--- src/rtl/uop_consts.svh ---
// offsets, field positions, reset values and timing counts of the block
`ifndef UOP_CONSTS_SVH
`define UOP_CONSTS_SVH
// register offsets (byte addresses)
`define UOP_OFS_LINE_CTRL  8'h00
`define UOP_OFS_POWER_CTRL 8'h04
`define UOP_OFS_IRQ_FLAGS  8'h08
`define UOP_OFS_IRQ_EN     8'h0c
`define UOP_OFS_ERR_EN     8'h10
// line control fields
`define UOP_LC_PULLS_HI    7
`define UOP_LC_PULLS_LO    4
`define UOP_LC_VBUS_ON     3
`define UOP_LC_SW_CTRL     2
`define UOP_LC_VBUS_CHG    1
`define UOP_LC_VBUS_DIS    0
// power control fields
`define UOP_PC_ACT_PEND    7
`define UOP_PC_SLEEP_GUARD 4
`define UOP_PC_BUSY        3
`define UOP_PC_SUSPEND     1
`define UOP_PC_MODULE_ON   0
// interrupt flag fields
`define UOP_IF_STALL       7
`define UOP_IF_ATTACH      6
`define UOP_IF_RESUME      5
`define UOP_IF_IDLE        4
`define UOP_IF_TOKEN_DONE  3
`define UOP_IF_FRAME_START 2
`define UOP_IF_ERR_SUM     1
`define UOP_IF_RST_DETACH  0
// reset values
`define UOP_RST_REG8       8'h00
// timing
`define UOP_CLK_PERIOD_NS  10
`define UOP_QUIET_NS       2500
`define UOP_IDLE_MS        3
`define UOP_OFF_DELAY_CYC  8
`endif

--- src/rtl/uop_pkg.sv ---
// types shared by the usb power and interrupt control block
`default_nettype none
package uop_pkg;
  // resistor controls of the two data lines
  typedef struct packed {
    logic dplusPullupEn;
    logic dminusPullupEn;
    logic dplusPulldownEn;
    logic dminusPulldownEn;
  } uop_pull_type;
  // one-cycle events from the usb engine
  typedef struct packed {
    logic stall;
    logic tokenDone;
    logic frameStart;
  } uop_evt_type;
  // decoded line state
  typedef enum logic [1:0] {
    LINE_SE0,
    LINE_J,
    LINE_K,
    LINE_SE1
  } uop_line_type;
endpackage : uop_pkg
`default_nettype wire

--- src/rtl/uop_ctrl.sv ---
// line, power and interrupt status control of a usb otg controller
// Operation
// - bits 7..4 of line control enable the four line pull resistors
// - sw control bit set: software owns pulls; clear: hardware drives them
// - vbus power bit drives the vbus power output
// - vbus charge bit connects the vbus charging pull-up
// - vbus discharge bit connects the vbus discharging pull-down
// - activity pending shows a link event not yet flagged; no sleep then; here pending sets in the same cycle as its flag
// - sleep guard set blocks sleep on bus activity or pending event
// - busy reads 1 while on or disabled but not ready to re-enable
// - suspend gates the 48 MHz usb clock and idles the transceiver
// - module off holds outputs inactive, frees pins, stops analog
// - flags set by hardware, zero after reset; all but error summary cleared by writing 1
// - stall flag set on stall handshake sent or received
// - attach flag set in host mode after 2.5 us quiet, not SE0
// - resume flag set after K state held 2.5 us
// - idle flag set after bus idle for at least 3 ms
// - token done flag set on token end; clearing advances status fifo
// - frame start flag set on received start of frame or host threshold
// - error summary set only by enabled error conditions
// - bit 0 flags bus reset in device mode, detach in host mode
// - bits 31..8 and unimplemented bits read as zero
// - error summary reaches the interrupt only with its enable set
//
// Design decisions made here: the register addresses and the plain strobed port.
`timescale 1ns/1ns
`default_nettype none
`include "uop_consts.svh"

module uop_ctrl
  import uop_pkg::*;
#(
  parameter int ADDR_W   = 8,
  parameter int IDLE_CYC = `UOP_IDLE_MS * 1000000 / `UOP_CLK_PERIOD_NS
) (
  // clock and reset
  input  wire logic              core_clk,
  input  wire logic              rst_b,
  // register port
  input  wire logic [ADDR_W-1:0] regAddr,
  input  wire logic [31:0]       regWrData,
  input  wire logic              regWrStb,
  input  wire logic              regRdStb,
  output logic      [31:0]       regRdData,
  // usb engine side
  input  wire uop_evt_type       engineEvt,
  input  wire uop_pull_type      hwPulls,
  input  wire logic              hostModeEn,
  input  wire logic [7:0]        errPending,
  output logic                   statFifoAdvance,
  // line pins
  input  wire logic              dplusIn,
  input  wire logic              dminusIn,
  // analog and power controls
  output uop_pull_type           linePulls,
  output logic                   vbusPowerOn,
  output logic                   vbusChargeEn,
  output logic                   vbusDischargeEn,
  output logic                   padsOwned,
  output logic                   analogEn,
  output logic                   usbClkEn,
  output logic                   xcvrLowPower,
  output logic                   sleepBlock,
  // interrupt request
  output logic                   moduleIrq
);

  localparam int QUIET_CYC =
    (`UOP_QUIET_NS + `UOP_CLK_PERIOD_NS - 1) / `UOP_CLK_PERIOD_NS;
  localparam int CNT_W = $clog2(IDLE_CYC + 1);
  localparam logic [CNT_W-1:0] QUIET_LAST = CNT_W'(QUIET_CYC - 1);
  localparam logic [CNT_W-1:0] IDLE_LAST  = CNT_W'(IDLE_CYC - 1);
  localparam logic [CNT_W-1:0] CNT_MAX    = CNT_W'(IDLE_CYC);
  localparam logic [3:0]       OFF_CYC    = 4'(`UOP_OFF_DELAY_CYC);

  // software registers
  logic [7:0]       lineCtrl;
  logic             sleepGuard;
  logic             suspendReq;
  logic             moduleOn;
  logic [7:0]       irqFlags;
  logic [7:0]       irqEn;
  logic [7:0]       errorEnableReg;
  logic             activityPending;
  logic [3:0]       offCnt;
  // line sampling
  logic [1:0]       lineS1;
  logic [1:0]       lineS2;
  uop_line_type     lineNow;
  uop_line_type     linePrev;
  logic [CNT_W-1:0] stableCnt;
  logic             wasSe0;
  logic             connected;
  // decoded strobes and events
  logic             wrLine;
  logic             wrPower;
  logic             wrFlags;
  logic             moduleBusy;
  logic [7:0]       next_setEvt;
  logic [7:0]       next_irqFlags;
  logic             quietHit;

  assign wrLine  = regWrStb && regAddr == ADDR_W'(`UOP_OFS_LINE_CTRL);
  assign wrPower = regWrStb && regAddr == ADDR_W'(`UOP_OFS_POWER_CTRL);
  assign wrFlags = regWrStb && regAddr == ADDR_W'(`UOP_OFS_IRQ_FLAGS);
  assign moduleBusy = moduleOn || offCnt != 4'h0;
  assign quietHit   = moduleOn && stableCnt == QUIET_LAST;

  ////////////////////////////////////////////////////////////////////////
  // line control register
  always_ff @(posedge core_clk or negedge rst_b) begin
    if (!rst_b) begin
      lineCtrl <= `UOP_RST_REG8;
    end else if (wrLine) begin
      lineCtrl <= regWrData[7:0];
    end
  end

  // power control register; busy and pending are not writable
  always_ff @(posedge core_clk or negedge rst_b) begin
    if (!rst_b) begin
      sleepGuard <= 1'b0;
      suspendReq <= 1'b0;
      moduleOn   <= 1'b0;
    end else if (wrPower) begin
      sleepGuard <= regWrData[`UOP_PC_SLEEP_GUARD];
      suspendReq <= regWrData[`UOP_PC_SUSPEND];
      moduleOn   <= regWrData[`UOP_PC_MODULE_ON];
    end
  end

  // enable registers
  always_ff @(posedge core_clk or negedge rst_b) begin
    if (!rst_b) begin
      irqEn          <= `UOP_RST_REG8;
      errorEnableReg <= `UOP_RST_REG8;
    end else if (regWrStb) begin
      if (regAddr == ADDR_W'(`UOP_OFS_IRQ_EN)) begin
        irqEn <= regWrData[7:0];
      end
      if (regAddr == ADDR_W'(`UOP_OFS_ERR_EN)) begin
        errorEnableReg <= regWrData[7:0];
      end
    end
  end

  // shutdown delay after the module is turned off
  always_ff @(posedge core_clk or negedge rst_b) begin
    if (!rst_b) begin
      offCnt <= 4'h0;
    end else if (moduleOn) begin
      offCnt <= OFF_CYC;
    end else if (offCnt != 4'h0) begin
      offCnt <= offCnt - 4'h1;
    end
  end

  ////////////////////////////////////////////////////////////////////////
  // two-stage synchroniser, reset to idle j so no false change follows
  always_ff @(posedge core_clk or negedge rst_b) begin
    if (!rst_b) begin
      lineS1 <= 2'h2;
      lineS2 <= 2'h2;
    end else begin
      lineS1 <= {dplusIn, dminusIn};
      lineS2 <= lineS1;
    end
  end

  // full-speed line decode
  always_comb begin
    case (lineS2)
      2'h0:    lineNow = LINE_SE0;
      2'h2:    lineNow = LINE_J;
      2'h1:    lineNow = LINE_K;
      default: lineNow = LINE_SE1;
    endcase
  end

  // time the current line state has been stable, saturating
  always_ff @(posedge core_clk or negedge rst_b) begin
    if (!rst_b) begin
      linePrev  <= LINE_J;
      stableCnt <= '0;
    end else begin
      linePrev <= lineNow;
      if (!moduleOn || lineNow != linePrev) begin
        stableCnt <= '0;
      end else if (stableCnt != CNT_MAX) begin
        stableCnt <= stableCnt + CNT_W'(1);
      end
    end
  end

  // connection tracking for attach and detach
  always_ff @(posedge core_clk or negedge rst_b) begin
    if (!rst_b) begin
      wasSe0    <= 1'b0;
      connected <= 1'b0;
    end else if (!hostModeEn || !moduleOn) begin
      wasSe0    <= 1'b0;
      connected <= 1'b0;
    end else if (quietHit) begin
      wasSe0    <= lineNow == LINE_SE0;
      connected <= lineNow != LINE_SE0;
    end
  end

  ////////////////////////////////////////////////////////////////////////
  // flag set sources
  always_comb begin
    next_setEvt = 8'h00;
    if (moduleOn) begin
      next_setEvt[`UOP_IF_STALL]       = engineEvt.stall;
      next_setEvt[`UOP_IF_TOKEN_DONE]  = engineEvt.tokenDone;
      next_setEvt[`UOP_IF_FRAME_START] = engineEvt.frameStart;
      next_setEvt[`UOP_IF_ATTACH] = hostModeEn && quietHit && wasSe0 &&
                                    lineNow != LINE_SE0;
      next_setEvt[`UOP_IF_RESUME] = quietHit && lineNow == LINE_K;
      next_setEvt[`UOP_IF_IDLE] = lineNow == LINE_J &&
                                  stableCnt == IDLE_LAST;
      // reset in device mode, detach in host mode
      next_setEvt[`UOP_IF_RST_DETACH] = quietHit && lineNow == LINE_SE0 &&
                                        (!hostModeEn || connected);
    end
  end

  // write-one-to-clear flags; a set in the same cycle wins
  always_comb begin
    next_irqFlags = irqFlags;
    if (wrFlags) begin
      next_irqFlags = irqFlags & ~regWrData[7:0];
    end
    next_irqFlags = next_irqFlags | next_setEvt;
    next_irqFlags[`UOP_IF_ERR_SUM] =
      |(errPending & errorEnableReg);
  end

  always_ff @(posedge core_clk or negedge rst_b) begin
    if (!rst_b) begin
      irqFlags <= `UOP_RST_REG8;
    end else begin
      irqFlags <= next_irqFlags;
    end
  end

  // pending for the one cycle after a raw event, the same cycle its flag sets
  always_ff @(posedge core_clk or negedge rst_b) begin
    if (!rst_b) begin
      activityPending <= 1'b0;
    end else begin
      activityPending <= |next_setEvt;
    end
  end

  // status fifo advance when software clears token done
  always_ff @(posedge core_clk or negedge rst_b) begin
    if (!rst_b) begin
      statFifoAdvance <= 1'b0;
    end else begin
      statFifoAdvance <= wrFlags && irqFlags[`UOP_IF_TOKEN_DONE] &&
                         regWrData[`UOP_IF_TOKEN_DONE];
    end
  end

  ////////////////////////////////////////////////////////////////////////
  // registered pin and power outputs
  always_ff @(posedge core_clk or negedge rst_b) begin
    if (!rst_b) begin
      linePulls       <= '0;
      vbusPowerOn     <= 1'b0;
      vbusChargeEn    <= 1'b0;
      vbusDischargeEn <= 1'b0;
      padsOwned       <= 1'b0;
      analogEn        <= 1'b0;
      usbClkEn        <= 1'b0;
      xcvrLowPower    <= 1'b0;
    end else if (!moduleOn) begin
      linePulls       <= '0;
      vbusPowerOn     <= 1'b0;
      vbusChargeEn    <= 1'b0;
      vbusDischargeEn <= 1'b0;
      padsOwned       <= 1'b0;
      analogEn        <= 1'b0;
      usbClkEn        <= 1'b0;
      xcvrLowPower    <= 1'b0;
    end else begin
      if (lineCtrl[`UOP_LC_SW_CTRL]) begin
        linePulls <= lineCtrl[`UOP_LC_PULLS_HI:`UOP_LC_PULLS_LO];
      end else begin
        linePulls <= hwPulls;
      end
      vbusPowerOn     <= lineCtrl[`UOP_LC_VBUS_ON];
      vbusChargeEn    <= lineCtrl[`UOP_LC_VBUS_CHG];
      vbusDischargeEn <= lineCtrl[`UOP_LC_VBUS_DIS];
      padsOwned       <= 1'b1;
      analogEn        <= 1'b1;
      usbClkEn        <= !suspendReq;
      xcvrLowPower    <= suspendReq;
    end
  end

  // sleep guard and interrupt request
  always_ff @(posedge core_clk or negedge rst_b) begin
    if (!rst_b) begin
      sleepBlock <= 1'b0;
      moduleIrq  <= 1'b0;
    end else begin
      sleepBlock <= sleepGuard && (activityPending ||
                    (moduleOn && lineNow != LINE_J));
      moduleIrq  <= |(next_irqFlags & irqEn);
    end
  end

  // read data one cycle after the strobe; unmapped reads zero
  always_ff @(posedge core_clk or negedge rst_b) begin
    if (!rst_b) begin
      regRdData <= 32'h0000_0000;
    end else begin
      regRdData <= 32'h0000_0000;
      if (regRdStb) begin
        case (regAddr)
          ADDR_W'(`UOP_OFS_LINE_CTRL):  regRdData[7:0] <= lineCtrl;
          ADDR_W'(`UOP_OFS_POWER_CTRL): regRdData[7:0] <=
            {activityPending, 2'h0, sleepGuard, moduleBusy, 1'b0,
             suspendReq, moduleOn};
          ADDR_W'(`UOP_OFS_IRQ_FLAGS):  regRdData[7:0] <= irqFlags;
          ADDR_W'(`UOP_OFS_IRQ_EN):     regRdData[7:0] <= irqEn;
          ADDR_W'(`UOP_OFS_ERR_EN):     regRdData[7:0] <= errorEnableReg;
          default:                      regRdData <= 32'h0000_0000;
        endcase
      end
    end
  end
endmodule : uop_ctrl
`default_nettype wire

--- config.mk ---
export PLATFORM = sky130hd
export DESIGN_NAME = uop_ctrl
export DESIGN_NICKNAME = d
export VERILOG_FILES = /design/src/rtl/uop_pkg.sv /design/src/rtl/uop_ctrl.sv
export VERILOG_INCLUDE_DIRS = /design/src /design/src/rtl
export SDC_FILE = /design/constraint.sdc
export NUM_CORES = 1
export LEC_CHECK = 0
export ABC_CLOCK_PERIOD_IN_PS = 4620
export BUFFER_PORTS_ARGS = -buffer_cell sky130_fd_sc_hd__buf_2
export CAP_MARGIN = 10
export CORE_ASPECT_RATIO = 0.5
export CORE_MARGIN = 2
export CORE_UTILIZATION = 30
export DETAILED_ROUTE_END_ITERATION = 12
export PLACE_DENSITY = 0.49
export SYNTH_ARGS = -nofsm -noshare
export SYNTH_HDL_FRONTEND = slang
export SYNTH_SLANG_ARGS = --single-unit
export TNS_END_PERCENT = 10
--- constraint.sdc ---
create_clock -name core_clk -period 4.62 [get_ports core_clk]
set_clock_uncertainty 0.15 [all_clocks]
set_input_delay 0.462 -clock core_clk [delete_from_list [all_inputs] [get_ports core_clk]]
set_output_delay 0.462 -clock core_clk [all_outputs]
set_load 0.005 [all_outputs]
==> flow_summary.yaml <==
clock_tree:
  post_cts_buffers: 0
  cts-resized-gates: 0
  root_buffer: "clkbuf_16"
  clock_latency_ps: 340
  cts_tree: "yes"
  ctsLongestPathBuffers: 2
  h-tree-depth: 3
  ctsHoldBuffers: 0
  path_clk_slew_ps: 60
  cts_buffers: 9
  clock_sinks: 88
placement:
  io_buffers: 59
  place_congestion: 0.790
  hpwlAfterDp_mm: 7.24
  dp.cells: 632
final_layout:
  n_antenna_cell: 0
  area.growth.synth_to_final_pct: 16.7
  fin_nets: 517
  multi_input_area_mm2: 0.00189
  fin_cells: 647
  nFillCells: 1371
  layout-drive-gt1-share_pct: 25.3
  ff_latch_area_mm2: 0.00221
detailed_routing:
  finalWirelength_mm: 10.2
  wl_per_cell_um: 15.8
  vias_per_cell: 4.68
  drtIter0Drc: 176
  drtAntennaViolNets: 0
  drt_pass1_iterations: 7
  vias: 3030
  drc: 0
worst_setup_path:
  crit_fanout: 3
  timing.critical_path.buf_inv: 0
  worstPathRequired_ps: 4670
  crit_chain: "or4_4 -> or4_4 -> or3_4 -> xnor2_1 -> nor2_1"
  crit_type: "register to register"
  cp-end-kind: "register"
  cpMaxStageDelayCell: "or4_4"
  start_kind: "register"
  cp.arrival_ps: 2490
  slowest_delay_ps: 570
  path_common_cell: "or4_4"
  critPathTopFamily: "simple AND/OR/NAND/NOR gates"
logic_synthesis:
  yosysWarnings: 0
  ys.flop_type: "dfrtp_1"
  synth-edff-count: 0
  synth_top_area_cell: "dfrtp_1"
  netlist_area_mm2: 0.00429
  synth-seq-cells: 88
  synth_top_cell_area_share_pct: 49.6
  postSynthCellCount: 398
  yosys-top-cells-area: "dfrtp_1 50%, mux2_2 7.4%, buf_4 4.4%, mux2i_1 2.8%, nor2_1 2.8%"
  synth_seq_area_share_pct: 51.4
  async_flop_share_pct: 100
  avgSynthCellArea_um2: 10.8
  synth.distinct_cells: 53
min_path:
  hold_class: "input pin to asynchronous set/reset pin"
run:
  maxCapViolations: 0
timing:
  slew_headroom_pct: 46.8
  period_minus_slack_ps: 2440
  worst_slew_pin_slew_ps: 786
  setup_viol: 0
  hold_viol_final: 0
  slew_viol_final: 0
  fmax_ghz: 0.410
  setup-tns-final_ps: 0
  finalCritPeriodShare_pct: 52.8
  rsz0062_at_grt: "false"
global_route:
  grt_pass1_wl_mm: 16.4
  grt_overflow: 0
  grt_max_degree: 58
  antenna_found_initial: 0
  grt_pass1_vias: 2941
  grt_usage_pct: 14.0
die:
  die-area_mm2: 0.0153
  die_h_um: 88.6
  rows: 30
  coreArea_mm2: 0.0137
  die_x_um: 173
  io_pins: 108
  initial_core_util_pct: 31.2
power_and_ir_drop:
  ir_drop_uv: 179
  leakage_nw: 2.31
  p_total_mw: 1.84
  p_per_area_mw_per_mm2: 368
outcome:
  run_status: "finished clean"
-- sequential cells by signal, indices dropped and copies added (netlist names), 2 cells and up --
name	cells
lineS1	2
lineCtrl	8
regRdData	8
offCnt	4
irqFlags	8
irqEn	8
linePulls	4
linePrev	2
errorEnableReg	8
stableCnt	19
lineS2	2
-- per-layer routing --
layer,GRT usage (%),vias up,share of wire (%)
met3,3.99,8,5.5
met1,19.6,1464,51
met5,0,-,0
li1,-,1468,-
met2,21.1,90,43
met4,4.31,0,0.95
-- cell usage after synthesis (3+ instances only) --
cell type,n
nand2_1,24
and3_1,9
a21oi_1,7
and2_1,6
a22oi_1,10
o21ai_0,15
nand3b_1,3
nand4_1,7
nor2b_1,10
clkbuf_1,16
mux2_2,28
or3_1,4
dfstp_2,3
xor2_1,8
ha_1,4
xnor2_1,10
nand3_1,19
mux2i_1,12
a222oi_1,3
nor4b_1,4
nand2b_1,4
nor2_1,32
nor3_1,7
inv_1,6
buf_4,25
dfrtp_1,85
-- power breakdown --
group / switching, mW / internal, mW
logic: 0.0958 / 0.0791
registers: 0.0410 / 0.819
clock network: 0.303 / 0.502
-- placed cells by master (no fill, tap or decap), types with 3 or more instances in the layout --
cell type   n
dfrtp_1    85
buf_2      58
nor2_1     32
mux2_2     28
nand2_1    24
conb_1     24
nand3_1    19
o21ai_0    15
mux2i_1    12
nor2b_1    10
a22oi_1    10
xnor2_1    10
and3_1      9
clkbuf_16   9
xor2_1      8
nand4_1     7
a21oi_1     7
nor3_1      7
inv_1       6
and2_1      6
nor4b_1     4
nand2b_1    4
or3_1       4
ha_1        4
buf_4       4
nand3b_1    3
a222oi_1    3
dfstp_2     3
-- metrics by stage --
stage          setup WS (ps)  instance area, um2  utilization (%)  hold WS, ps
2_1_floorplan           2310                4380                -         16.4
3_3_place_gp            1810                4680             34.1          186
3_5_place_dp            1830                4680             34.1          189
4_1_cts                 2170                5010             36.4         56.0
5_1_grt                 2060                5010             36.4         53.6
6_report                2180                5010             36.4         43.5
-- worst register-to-register path, delay by kind of cell (launching register included) --
| kind | cells | cell delay (ps) |
|---|---|---|
| xor gates and xnor gates | 1 | 160 |
| and+or+nand+nor | 4 | 1580 |
| DFF | 1 | 400 |
-- area by class of cell --
type	instances	area share, %
clock buffer	11	5.05
clock inverter	4	1.52
inverter	6	0.450
multi-input combinational	284	37.7
sequential	88	44.1
tap	192	4.80
timing repair buffer	62	6.40
-- kinds of logic (layout without fill, tap and decap cells) --
family | Yosys count | after routing | share of synthesized area, %
AO/OA/AOI/OAI | 53 | 53 | 8.43
multiplexers | 40 | 40 | 10.2
XOR/XNOR | 18 | 18 | 3.68
adder cells (fa/ha/maj) | 4 | 4 | 1.17
flip-flops | 88 | 88 | 51.4
other | 1 | 24 | 0.0874
AND/OR/NAND/NOR | 145 | 145 | 18.5
buffers and inverters | 49 | 83 | 6.53
-- worst paths after layout --
check | depth (start not counted) | to | slack, ps | start
min in group core_clk | 1 | lineS1[1] | 60 | dplusIn
min reg2reg | 0 | lineS2[0] | 200 | lineS1[0]
max in group asynchronous | 2 | irqEn[0] | 3360 | rst_b
min | 1 | stableCnt[16] | 40 | rst_b
max | 5 | stableCnt[0] | 2180 | stableCnt[17]
max reg2reg | 5 | stableCnt[0] | 2180 | stableCnt[17]
Note: power is estimated with default switching activity, not from simulation.
